## config.mk

```make
export PLATFORM = sky130hd
export DESIGN_NAME = cpu_alu_branch_decoder
export DESIGN_NICKNAME = d
export VERILOG_FILES = /design/src/alu_branch_pkg.sv /design/src/cpu_alu_branch_decoder.sv
export SDC_FILE = /design/constraint.sdc
export NUM_CORES = 1
export LEC_CHECK = 0
export ABC_CLOCK_PERIOD_IN_PS = 28200
export BUFFER_PORTS_ARGS = -buffer_cell sky130_fd_sc_hd__buf_2
export CORE_MARGIN = 3
export CORE_UTILIZATION = 57
export DETAILED_ROUTE_END_ITERATION = 6
export PLACE_DENSITY_LB_ADDON = 0.2
export SKIP_LAST_GASP = 1
export SYNTH_ARGS = -nofsm -noshare
export SYNTH_HDL_FRONTEND = slang
export SYNTH_SLANG_ARGS = --single-unit
export TNS_END_PERCENT = 50
```

## constraint.sdc

```tcl
create_clock -name sys_clk -period 28.2 [get_ports sys_clk]
set_clock_uncertainty 0.15 [all_clocks]
set_input_delay 5.64 -clock sys_clk [delete_from_list [all_inputs] [get_ports sys_clk]]
set_output_delay 5.64 -clock sys_clk [all_outputs]
set_load 0.05 [all_outputs]
```

## src/alu_branch_pkg.sv

```systemverilog
// Opcodes, cycle counts and reset values for the byte core execute unit.
// Assumes an 8-bit opcode with up to two operand bytes in program order.
package alu_branch_pkg;
    // Single opcodes
    localparam logic [7:0] OP_NOTHING = 8'h00;
    localparam logic [7:0] OP_MUL = 8'h01;
    localparam logic [7:0] OP_ROT_LEFT = 8'h02;
    localparam logic [7:0] OP_ROT_RIGHT = 8'h03;
    localparam logic [7:0] OP_DIVIDE = 8'h11;
    localparam logic [7:0] OP_SUB_EXIT = 8'h20;
    localparam logic [7:0] OP_JUMP_ABS = 8'h21;
    localparam logic [7:0] OP_IRQ_EXIT = 8'h30;
    localparam logic [7:0] OP_CALL_ABS = 8'h31;
    localparam logic [7:0] OP_PUSH_ACC = 8'h40;
    localparam logic [7:0] OP_PUSH_IDX = 8'h41;
    localparam logic [7:0] OP_POP_ACC = 8'h50;
    localparam logic [7:0] OP_POP_IDX = 8'h51;
    localparam logic [7:0] OP_IRQ_OFF = 8'h80;
    localparam logic [7:0] OP_CARRY_OFF = 8'h81;
    localparam logic [7:0] OP_FIX_ADD = 8'h84;
    localparam logic [7:0] OP_IRQ_ON = 8'h90;
    localparam logic [7:0] OP_CARRY_ON = 8'h91;
    localparam logic [7:0] OP_FIX_SUB = 8'h94;
    localparam logic [7:0] OP_CMP_DIRI = 8'h95;
    localparam logic [7:0] OP_CMP_IDXI = 8'h96;
    localparam logic [7:0] OP_UP_ACC = 8'hc0;
    localparam logic [7:0] OP_UP_STK = 8'hc1;
    localparam logic [7:0] OP_UP_IDX = 8'hc2;
    localparam logic [7:0] OP_UP_XPT = 8'hc3;
    localparam logic [7:0] OP_DN_ACC = 8'hd0;
    localparam logic [7:0] OP_DN_STK = 8'hd1;
    localparam logic [7:0] OP_DN_IDX = 8'hd2;
    localparam logic [7:0] OP_DN_XPT = 8'hd3;
    localparam logic [7:0] OP_JUMP_ACC = 8'he0;
    localparam logic [7:0] OP_SWAP_PGM = 8'hf4;
    // Cycle counts
    localparam logic [4:0] CYC_ONE = 5'h01;
    localparam logic [4:0] CYC_TWO = 5'h02;
    localparam logic [4:0] CYC_THREE = 5'h03;
    localparam logic [4:0] CYC_FOUR = 5'h04;
    localparam logic [4:0] CYC_FIVE = 5'h05;
    localparam logic [4:0] CYC_SIX = 5'h06;
    localparam logic [4:0] CYC_MUL = 5'h13;
    localparam logic [4:0] CYC_DIV = 5'h15;
    // Reset values and stack step
    localparam logic [15:0] WORD_RESET = 16'h0000;
    localparam logic [15:0] STK_STEP = 16'h0002;
    localparam logic [15:0] STK_STEP_IRQ = 16'h0004;
endpackage

```

## src/cpu_alu_branch_decoder.sv

```systemverilog
// Execute unit for arithmetic, logic, compare, rotate, branch, call,
// stack and flag opcodes of a small byte core.
// Assumes a fetch unit that presents an opcode with its operand bytes and
// any memory byte, popped word or vector target it needs, then waits for
// instr_ready_r before offering the next one.
`timescale 1ns/100ps
module cpu_alu_branch_decoder (
    // Clock, reset and clock enable
    input wire logic sys_clk,
    input wire logic rst_n,
    input wire logic ce,
    // Instruction from fetch
    input wire logic instr_valid,
    input wire logic [7:0] instr_op,
    input wire logic [7:0] instr_b1,
    input wire logic [7:0] instr_b2,
    // Data read on behalf of the instruction
    input wire logic [7:0] opnd_byte,
    input wire logic [15:0] pop_word,
    input wire logic [3:0] pop_flags,
    input wire logic [15:0] vec_target,
    // Handshake and stack write
    output logic instr_ready_r,
    output logic push_valid_r,
    output logic [15:0] push_data_r,
    // Architectural state
    output logic [15:0] program_counter_r,
    output logic [15:0] acc_r,
    output logic [15:0] tmp_r,
    output logic [15:0] index_pointer_r,
    output logic [15:0] extra_pointer_r,
    output logic [15:0] stack_top_pointer_r,
    output logic neg_r,
    output logic zero_r,
    output logic ovf_r,
    output logic carry_r,
    output logic irq_en_r
);
    logic [7:0] bank_r [8];
    logic [4:0] wait_r;
    logic take;
    logic [7:0] op, src8, x8, y8, bank_nxt;
    logic [2:0] ri;
    logic [9:0] r8;
    logic [17:0] r16;
    logic [15:0] pcn, acc_nxt, tmp_nxt, idx_nxt, xpt_nxt, stk_nxt, pgm_nxt;
    logic [15:0] x16, y16, push_d;
    logic n_nxt, z_nxt, v_nxt, c_nxt, ie_nxt, bank_we, push_nxt, bit_v;
    logic f_sel;

    // Byte add or subtract, result {carry, overflow, sum}
    function automatic logic [9:0] add8(input logic [7:0] a,
                                         input logic [7:0] b,
                                         input logic ci, input logic sub);
        logic [7:0] bb;
        logic [8:0] s;
        bb = sub ? ~b : b;
        s = {1'b0, a} + {1'b0, bb} + {8'h00, ci ^ sub};
        return {s[8] ^ sub, (a[7] == bb[7]) && (s[7] != a[7]), s[7:0]};
    endfunction

    // Word add or subtract, result {carry, overflow, sum}
    function automatic logic [17:0] add16(input logic [15:0] a,
                                           input logic [15:0] b,
                                           input logic ci, input logic sub);
        logic [15:0] bb;
        logic [16:0] s;
        bb = sub ? ~b : b;
        s = {1'b0, a} + {1'b0, bb} + {16'h0000, ci ^ sub};
        return {s[16] ^ sub, (a[15] == bb[15]) && (s[15] != a[15]),
                s[15:0]};
    endfunction

    // Logic select: 01 xor, 10 and, 11 or
    function automatic logic [15:0] lop(input logic [15:0] a,
                                        input logic [15:0] b,
                                        input logic [1:0] sel);
        case (sel)
            2'b01: return a ^ b;
            2'b10: return a & b;
            default: return a | b;
        endcase
    endfunction

    // Instruction length in bytes
    function automatic logic [1:0] len_of(input logic [7:0] o);
        casez (o)
            alu_branch_pkg::OP_CMP_DIRI, alu_branch_pkg::OP_CMP_IDXI,
            alu_branch_pkg::OP_JUMP_ABS, alu_branch_pkg::OP_CALL_ABS,
            8'hb?: return 2'd3;
            8'h97, 8'b1001_1???, 8'b1111_1???: return 2'd2;
            8'b0???01??: return (o[1:0] == 2'b11) ? 2'd1 : 2'd2;
            default: return 2'd1;
        endcase
    endfunction

    // Execution time in cycles
    function automatic logic [4:0] cyc_of(input logic [7:0] o);
        casez (o)
            alu_branch_pkg::OP_MUL: return alu_branch_pkg::CYC_MUL;
            alu_branch_pkg::OP_DIVIDE: return alu_branch_pkg::CYC_DIV;
            8'h20, 8'h40, 8'h41, 8'h50, 8'h51, 8'h97, 8'b1001_1???,
            8'b1100_1???, 8'b1101_1???: return alu_branch_pkg::CYC_FOUR;
            8'h30, 8'h31, 8'b1110_1???: return alu_branch_pkg::CYC_SIX;
            8'h95, 8'h96, 8'hb?: return alu_branch_pkg::CYC_FIVE;
            8'h02, 8'h03, 8'h12, 8'h22, 8'h32, 8'h52, 8'h62, 8'h72,
            8'h84, 8'h94, 8'he0: return alu_branch_pkg::CYC_TWO;
            8'h13, 8'h23, 8'h33, 8'h53, 8'h63, 8'h73, 8'b110?00??,
            8'hf4, 8'h21, 8'b1111_1???: return alu_branch_pkg::CYC_THREE;
            // Only the idle opcode is single cycle below row 8
            8'h00, 8'b1???????: return alu_branch_pkg::CYC_ONE;
            8'b0???0100: return alu_branch_pkg::CYC_TWO;
            8'b0???0110: return alu_branch_pkg::CYC_FOUR;
            default: return alu_branch_pkg::CYC_THREE;
        endcase
    endfunction

    assign take = ce && instr_valid && instr_ready_r;
    assign op = instr_op;
    assign ri = instr_op[2:0];
    assign pcn = program_counter_r + {14'h0000, len_of(instr_op)};

    // Byte operand: immediate, memory, bank register or scratch low byte
    always_comb begin
        case (op[3:0])
            4'h2: src8 = tmp_r[7:0];
            4'h4: src8 = instr_b1;
            4'h5, 4'h6, 4'h7: src8 = opnd_byte;
            default: src8 = bank_r[ri];
        endcase
    end

    // Next state of every register for the offered opcode
    always_comb begin
        acc_nxt = acc_r;
        tmp_nxt = tmp_r;
        idx_nxt = index_pointer_r;
        xpt_nxt = extra_pointer_r;
        stk_nxt = stack_top_pointer_r;
        pgm_nxt = pcn;
        n_nxt = neg_r;
        z_nxt = zero_r;
        v_nxt = ovf_r;
        c_nxt = carry_r;
        ie_nxt = irq_en_r;
        bank_we = 1'b0;
        bank_nxt = bank_r[ri];
        push_nxt = 1'b0;
        push_d = pcn;
        x8 = acc_r[7:0];
        y8 = src8;
        x16 = acc_r;
        y16 = tmp_r;
        r8 = 10'h000;
        r16 = 18'h00000;
        bit_v = opnd_byte[ri];
        f_sel = 1'b0;
        casez (op)
            alu_branch_pkg::OP_NOTHING: ;
            alu_branch_pkg::OP_MUL:
                acc_nxt = {8'h00, acc_r[7:0]} * {8'h00, tmp_r[7:0]};
            alu_branch_pkg::OP_DIVIDE: begin
                // Zero divisor leaves both words untouched
                if (acc_r[7:0] != 8'h00) begin
                    acc_nxt = tmp_r / {8'h00, acc_r[7:0]};
                    acc_nxt[15:8] = 8'h00; // Quotient high byte cleared
                    tmp_nxt = tmp_r % {8'h00, acc_r[7:0]};
                end
            end
            alu_branch_pkg::OP_ROT_LEFT, alu_branch_pkg::OP_ROT_RIGHT: begin
                x8 = op[0] ? {carry_r, acc_r[7:1]}
                           : {acc_r[6:0], carry_r};
                c_nxt = op[0] ? acc_r[0] : acc_r[7];
                acc_nxt = {acc_r[15:8], x8};
                n_nxt = x8[7];
                z_nxt = (x8 == 8'h00);
            end
            8'h13, 8'h23, 8'h33: begin
                x16 = op[4] ? tmp_r : acc_r;
                y16 = op[4] ? acc_r : tmp_r;
                r16 = add16(x16, y16, op[5] & carry_r, op[4]);
                if (op[5]) acc_nxt = r16[15:0];
                {c_nxt, v_nxt} = r16[17:16];
                n_nxt = r16[15];
                z_nxt = (r16[15:0] == 16'h0000);
            end
            alu_branch_pkg::OP_SUB_EXIT: begin
                pgm_nxt = pop_word;
                stk_nxt = stack_top_pointer_r + alu_branch_pkg::STK_STEP;
            end
            alu_branch_pkg::OP_IRQ_EXIT: begin
                pgm_nxt = pop_word;
                {n_nxt, z_nxt, v_nxt, c_nxt} = pop_flags;
                stk_nxt = stack_top_pointer_r + alu_branch_pkg::STK_STEP_IRQ;
            end
            alu_branch_pkg::OP_JUMP_ABS:
                pgm_nxt = {instr_b1, instr_b2};
            alu_branch_pkg::OP_CALL_ABS, 8'b1110_1???: begin
                pgm_nxt = op[7] ? vec_target : {instr_b1, instr_b2};
                push_nxt = 1'b1;
                stk_nxt = stack_top_pointer_r - alu_branch_pkg::STK_STEP;
            end
            alu_branch_pkg::OP_PUSH_ACC, alu_branch_pkg::OP_PUSH_IDX: begin
                push_nxt = 1'b1;
                push_d = op[0] ? index_pointer_r : acc_r;
                stk_nxt = stack_top_pointer_r - alu_branch_pkg::STK_STEP;
            end
            alu_branch_pkg::OP_POP_ACC, alu_branch_pkg::OP_POP_IDX: begin
                if (op[0]) idx_nxt = pop_word;
                else acc_nxt = pop_word;
                stk_nxt = stack_top_pointer_r + alu_branch_pkg::STK_STEP;
            end
            8'h53, 8'h63, 8'h73: begin
                acc_nxt = lop(acc_r, tmp_r, op[5:4]);
                n_nxt = acc_nxt[15];
                z_nxt = (acc_nxt == 16'h0000);
                v_nxt = 1'b0;
            end
            8'h5?, 8'h6?, 8'h7?: begin
                if (|op[3:2] || op[3:0] == 4'h2) begin
                    x16 = lop({8'h00, acc_r[7:0]}, {8'h00, src8}, op[5:4]);
                    acc_nxt = {acc_r[15:8], x16[7:0]};
                    n_nxt = x16[7];
                    z_nxt = (x16[7:0] == 8'h00);
                    v_nxt = 1'b0;
                end
            end
            8'h1?, 8'h2?, 8'h3?: begin
                if (|op[3:2] || op[3:0] == 4'h2) begin
                    if (op[3:0] == 4'h2 && op[4]) begin
                        x8 = tmp_r[7:0];
                        y8 = acc_r[7:0];
                    end
                    r8 = add8(x8, y8, op[5] & carry_r, op[4]);
                    if (op[5]) acc_nxt = {acc_r[15:8], r8[7:0]};
                    {c_nxt, v_nxt} = r8[9:8];
                    n_nxt = r8[7];
                    z_nxt = (r8[7:0] == 8'h00);
                end
            end
            8'h95, 8'h96, 8'h97, 8'b1001_1???: begin
                x8 = op[3] ? bank_r[ri] : opnd_byte;
                r8 = add8(x8, instr_b1, 1'b0, 1'b1);
                {c_nxt, v_nxt} = r8[9:8];
                n_nxt = r8[7];
                z_nxt = (r8[7:0] == 8'h00);
            end
            alu_branch_pkg::OP_FIX_ADD, alu_branch_pkg::OP_FIX_SUB: begin
                // Low nibble above nine picks the 06 step; carry or byte above 99 picks the 60 step
                f_sel = carry_r || (acc_r[7:0] > 8'h99);
                y8 = {f_sel ? 4'h6 : 4'h0,
                      (acc_r[3:0] > 4'h9) ? 4'h6 : 4'h0};
                r8 = add8(acc_r[7:0], y8, 1'b0, op[4]);
                acc_nxt = {acc_r[15:8], r8[7:0]};
                c_nxt = f_sel;
                v_nxt = r8[8];
                n_nxt = r8[7];
                z_nxt = (r8[7:0] == 8'h00);
            end
            alu_branch_pkg::OP_IRQ_OFF, alu_branch_pkg::OP_IRQ_ON:
                ie_nxt = op[4];
            alu_branch_pkg::OP_CARRY_OFF, alu_branch_pkg::OP_CARRY_ON:
                c_nxt = op[4];
            alu_branch_pkg::OP_UP_ACC, alu_branch_pkg::OP_DN_ACC: begin
                acc_nxt = op[4] ? acc_r - 16'h0001
                                : acc_r + 16'h0001;
                n_nxt = acc_nxt[15];
                z_nxt = (acc_nxt == 16'h0000);
            end
            alu_branch_pkg::OP_UP_STK, alu_branch_pkg::OP_DN_STK:
                stk_nxt = op[4] ? stack_top_pointer_r - 16'h0001
                                : stack_top_pointer_r + 16'h0001;
            alu_branch_pkg::OP_UP_IDX, alu_branch_pkg::OP_DN_IDX:
                idx_nxt = op[4] ? index_pointer_r - 16'h0001
                                : index_pointer_r + 16'h0001;
            alu_branch_pkg::OP_UP_XPT, alu_branch_pkg::OP_DN_XPT:
                xpt_nxt = op[4] ? extra_pointer_r - 16'h0001
                                : extra_pointer_r + 16'h0001;
            8'b1100_1???, 8'b1101_1???: begin
                r8 = add8(bank_r[ri], 8'h01, 1'b0, op[4]);
                bank_we = 1'b1;
                bank_nxt = r8[7:0];
                v_nxt = r8[8];
                n_nxt = r8[7];
                z_nxt = (r8[7:0] == 8'h00);
            end
            alu_branch_pkg::OP_JUMP_ACC: pgm_nxt = acc_r;
            alu_branch_pkg::OP_SWAP_PGM: begin
                pgm_nxt = acc_r;
                acc_nxt = pcn;
            end
            8'hb?: begin
                z_nxt = ~bit_v;
                if (bit_v == op[3])
                    pgm_nxt = pcn + {{8{instr_b2[7]}}, instr_b2};
            end
            8'b1111_1???: begin
                // Flag pick: carry, negative, zero, overflow or negative
                case (op[2:1])
                    2'b00: f_sel = carry_r;
                    2'b01: f_sel = neg_r;
                    2'b10: f_sel = zero_r;
                    default: f_sel = ovf_r | neg_r;
                endcase
                if (f_sel == op[0])
                    pgm_nxt = pcn + {{8{instr_b1[7]}}, instr_b1};
            end
            default: ; // Other opcodes only advance the program counter
        endcase
    end

    // Busy count: one cycle per documented execution cycle
    always_ff @(posedge sys_clk or negedge rst_n) begin
        if (!rst_n) begin
            wait_r <= 5'h00;
            instr_ready_r <= 1'b1;
        end else if (ce) begin
            if (take) begin
                wait_r <= cyc_of(op) - 5'h01;
                instr_ready_r <= (cyc_of(op) == 5'h01);
            end else if (wait_r != 5'h00) begin
                wait_r <= wait_r - 5'h01;
                instr_ready_r <= (wait_r == 5'h01);
            end
        end
    end

    // Register and flag update when an opcode is taken
    always_ff @(posedge sys_clk or negedge rst_n) begin
        if (!rst_n) begin
            program_counter_r <= alu_branch_pkg::WORD_RESET;
            acc_r <= alu_branch_pkg::WORD_RESET;
            tmp_r <= alu_branch_pkg::WORD_RESET;
            index_pointer_r <= alu_branch_pkg::WORD_RESET;
            extra_pointer_r <= alu_branch_pkg::WORD_RESET;
            stack_top_pointer_r <= alu_branch_pkg::WORD_RESET;
            {neg_r, zero_r, ovf_r, carry_r, irq_en_r} <= 5'h00;
        end else if (take) begin
            program_counter_r <= pgm_nxt;
            acc_r <= acc_nxt;
            tmp_r <= tmp_nxt;
            index_pointer_r <= idx_nxt;
            extra_pointer_r <= xpt_nxt;
            stack_top_pointer_r <= stk_nxt;
            {neg_r, zero_r, ovf_r, carry_r} <=
                {n_nxt, z_nxt, v_nxt, c_nxt};
            irq_en_r <= ie_nxt;
        end
    end

    // Stack write request, one cycle per push
    always_ff @(posedge sys_clk or negedge rst_n) begin
        if (!rst_n) begin
            push_valid_r <= 1'b0;
            push_data_r <= alu_branch_pkg::WORD_RESET;
        end else if (ce) begin
            push_valid_r <= take && push_nxt;
            if (take && push_nxt) push_data_r <= push_d;
        end
    end

    // Bank registers
    always_ff @(posedge sys_clk or negedge rst_n) begin
        if (!rst_n) begin
            for (int i = 0; i < 8; i++) bank_r[i] <= 8'h00;
        end else if (take && bank_we) begin
            bank_r[ri] <= bank_nxt;
        end
    end
endmodule // cpu_alu_branch_decoder

```

==> results by group <==
Cells and area
  • Commonest non-fill, non-tap cell in the layout: a21oi_1
  • Final Util: about two thirds
  • Nets@finish: approximately 4,200
  • Layout cells sized above 1: around 17%
  • Final-layout fill cell count: 3,962
  • Area grow syn2layout: 13.9%
  • Most frequent cells in the layout: a21oi_1 (337), nand2_1 (327), ha_1 (325), nor2_1 (279), o21ai_0 (248)

Placement
  • HPWL Detailed: a little under 80 mm
  • PortBufs: 190
  • Final GP Congestion: between 1 and 1.5

Critical path
  • Critical Path End Type: register
  • Reg2Reg Depth: between 100 and 150
  • Slowest stage delay, CP: 610 ps
  • Critical Path Stages: 138
  • Critical path's top delay family: compound AO/OA/AOI/OAI gates
  • Crit path arrival time: roughly 28,000 ps
  • Most Frequent Cell on Critical Path: o21a_1
  • Max stage delay cell, worst path: or4b_2
  • Worst Path Max Fanout: 10
  • Buf/Inv on CP: 7
  • Startpoint Class: register
  • Worst setup path category: reg -> reg
  • Crit path launch: acc_r[0]$_DFFE_PN0P_
  • Crit path required time: about 28,000 ps
  • R2R Path Start: acc_r[0]$_DFFE_PN0P_

Routing
  • DRC viols: 6
  • Detail-routed via count per cell: around 6.7
  • Iteration-0 DRC Markers: 3,537
  • Vias: around 29,000
  • Post-DRT Antenna Nets: 0
  • Routed len/inst: roughly 24 µm
  • First drt pass iteration count: 7
  • Final WL: 106 mm

Clocking
  • Clock Latency Late Sink: ~510 ps
  • Sink Count: roughly 190
  • Longest Clk Path Bufs: 2
  • Htree depth: 4
  • CTS tree: done
  • Hold bufs inserted after CTS: 0
  • Root Driver: clkbuf_16
  • CTS Buf Count: 17
  • Clock transition at the registers of the reported paths: around 90 ps

STA
  • Slew margin rel.: about an eighth
  • Period utilization: between 90 and 100%
  • Fin. max-slew vios: 0
  • Final critical-path required period: 27,280 ps
  • Fin. Hold Viols: 0
  • Worst-Margin Slew: about 1300 ps
  • Hold slack: between 300 and 400 ps
  • Fmax: 0.0367 GHz
  • Setup violators final: 0

Die
  • Die height: 224 µm
  • Starting Density: between 50 and 60%
  • Io pins: 191
  • Die footprint: between 50,000 and 60,000 µm²
  • FP Rows: 79
  • Chip width: 224 µm
  • Core region area: about 47,000 µm²

Global routing
  • First-pass GRT wire length: around 160 mm
  • Congestion Overflow GR: 0
  • GRT Overall Usage: around 41%
  • Largest net degree at the start of global routing: 81
  • Number of global-route vias before repair: between 20,000 and 30,000
  • Initial antenna violation count: 3

Logic synthesis
  • Syn Area/Cell: just under 8 µm²
  • Post-synthesis sequential area ratio: around 17%
  • Post-synth cell types: 98
  • #FFs+latches synth: around 190
  • Ys flop type: dfrtp_1
  • Post-synth EDFFs: 0
  • Async SR Flop Fraction: 100%
  • Synthesized instance count: approximately 3,500
  • Yosys synthesis warning count: 0
  • Cell area after synthesis: roughly 27,000 µm²
  • Syn nets: slightly below 4,000

Run status
  • Status: complete, but fails checks
  • Failing checks: design-rule violations

Hold path
  • Hold Crit Class: reg -> reg
  • HP Start: extra_pointer_r[15]$_DFFE_PN0P_
  • Hold Path Depth: 1

Run
  • Maxcap violations: 0
-- cells by family after synthesis --
group                      synth area share (%)
AOI/OAI and AO/OA                          27.5
and+or+nand+nor                            17.5
adders and majority gates                  19.8
buffers and inverters                      5.36
xor gates and xnor gates                   7.71
DFF                                        17.3
muxes                                      4.74
-- final timing paths --
check	slack (ps)	to
max	920	tmp_r[10]$_DFFE_PN0P_
min	320	extra_pointer_r[15]$_DFFE_PN0P_
max reg2reg	920	tmp_r[10]$_DFFE_PN0P_
min reg2reg	320	extra_pointer_r[15]$_DFFE_PN0P_
max in group asynchronous	21470	acc_r[0]$_DFFE_PN0P_
min in group asynchronous	4920	push_valid_r$_DFFE_PN0P_
-- sequential cells by signal, summed over array words and instances (netlist names) --
| name | flops |
|---|---|
| ovf_r | 1 |
| instr_ready_r | 1 |
| zero_r | 1 |
| program_counter_r | 16 |
| wait_r | 5 |
| carry_r | 1 |
| tmp_r | 16 |
| extra_pointer_r | 16 |
| bank_r | 64 |
| stack_top_pointer_r | 16 |
| push_valid_r | 1 |
| irq_en_r | 1 |
| acc_r | 16 |
| neg_r | 1 |
| push_data_r | 16 |
| index_pointer_r | 16 |
-- what timing repair did --
item | 4_1_cts | 5_1_grt
gates resized for setup | 27 | 100
setup buffers | 16 | 25
gates cloned | 0 | 0
endpoints found under the setup margin | 17 | 17
pin swaps | 19 | 56
-- synthesized netlist by cell type, drive strengths merged, types with 17 or more instances --
master  instances  area (µm²)
or3            17         106
o21a           49         368
clkbuf        129         487
ha            345        4320
o31ai          23         178
mux2           42         473
o21ai         280        1420
dfrtp         187        4680
inv           220         826
xor2           64         561
o211ai         32         240
nor3           76         380
and2           26         163
a21oi         355        1780
nor4           26         184
nand4          19         119
nand2         333        1250
a211oi         33         258
nor2b          40         250
a222oi         25         250
mux4           18         405
a221oi         48         420
or2            21         131
o22ai          22         138
mux2i          39         407
o21bai         68         510
nor2          292        1100
buf            25         116
xnor2         175        1530
nand2b         43         269
and3           30         193
nand3          48         240
a31oi          30         188
a21o           82         616
fa             52        1040
-- per-layer routing --
| metal | wire length [µm] | part of all wire, % | global-route usage (%) | up-vias |
|---|---|---|---|---|
| met5 | 11 | 0.010 | 0 | - |
| met4 | 6100 | 5.8 | 20.5 | 2 |
| met3 | 12300 | 12 | 9.58 | 396 |
| met2 | 45500 | 43 | 62.8 | 1743 |
| met1 | 41600 | 39 | 53.6 | 13900 |
| li1 | - | - | - | 13100 |
-- final cells by class --
type,instances,area (µm²),area share [%]
clock buffer,17,425,1.38
tap,607,759,2.46
inverter,227,866,2.80
sequential,188,4720,15.3
timing repair buffer,348,2160,6.97
clock inverter,15,190,0.615
multi-input combinational,2921,21800,70.5
antenna,2,5.00,0.0162
-- worst register-to-register path, delay by kind of cell, from the launching register on --
kind	cells	cell delay (ps)
flops	1	510
fa+ha+maj	16	4240
simple gates	42	7980
mux	4	1160
compound gates	69	12360
buf+inv	7	780
-- stage by stage --
stage / std cells / area, µm² / setup TNS (ps) / setup slack (ps)
2_1_floorplan: 3490 / 27400 / 0 / 16.3
3_3_place_gp: 4250 / 29400 / 0 / 193
3_5_place_dp: 4250 / 29400 / -16880 / -1220
4_1_cts: 4298 / 30200 / 0 / 6.50
5_1_grt: 4323 / 30900 / -3200 / -251
6_report: 4325 / 30900 / 0 / 917
Power is not shown: default switching activity piles up to over one toggle a cycle in this logic, so the estimate is an artifact.
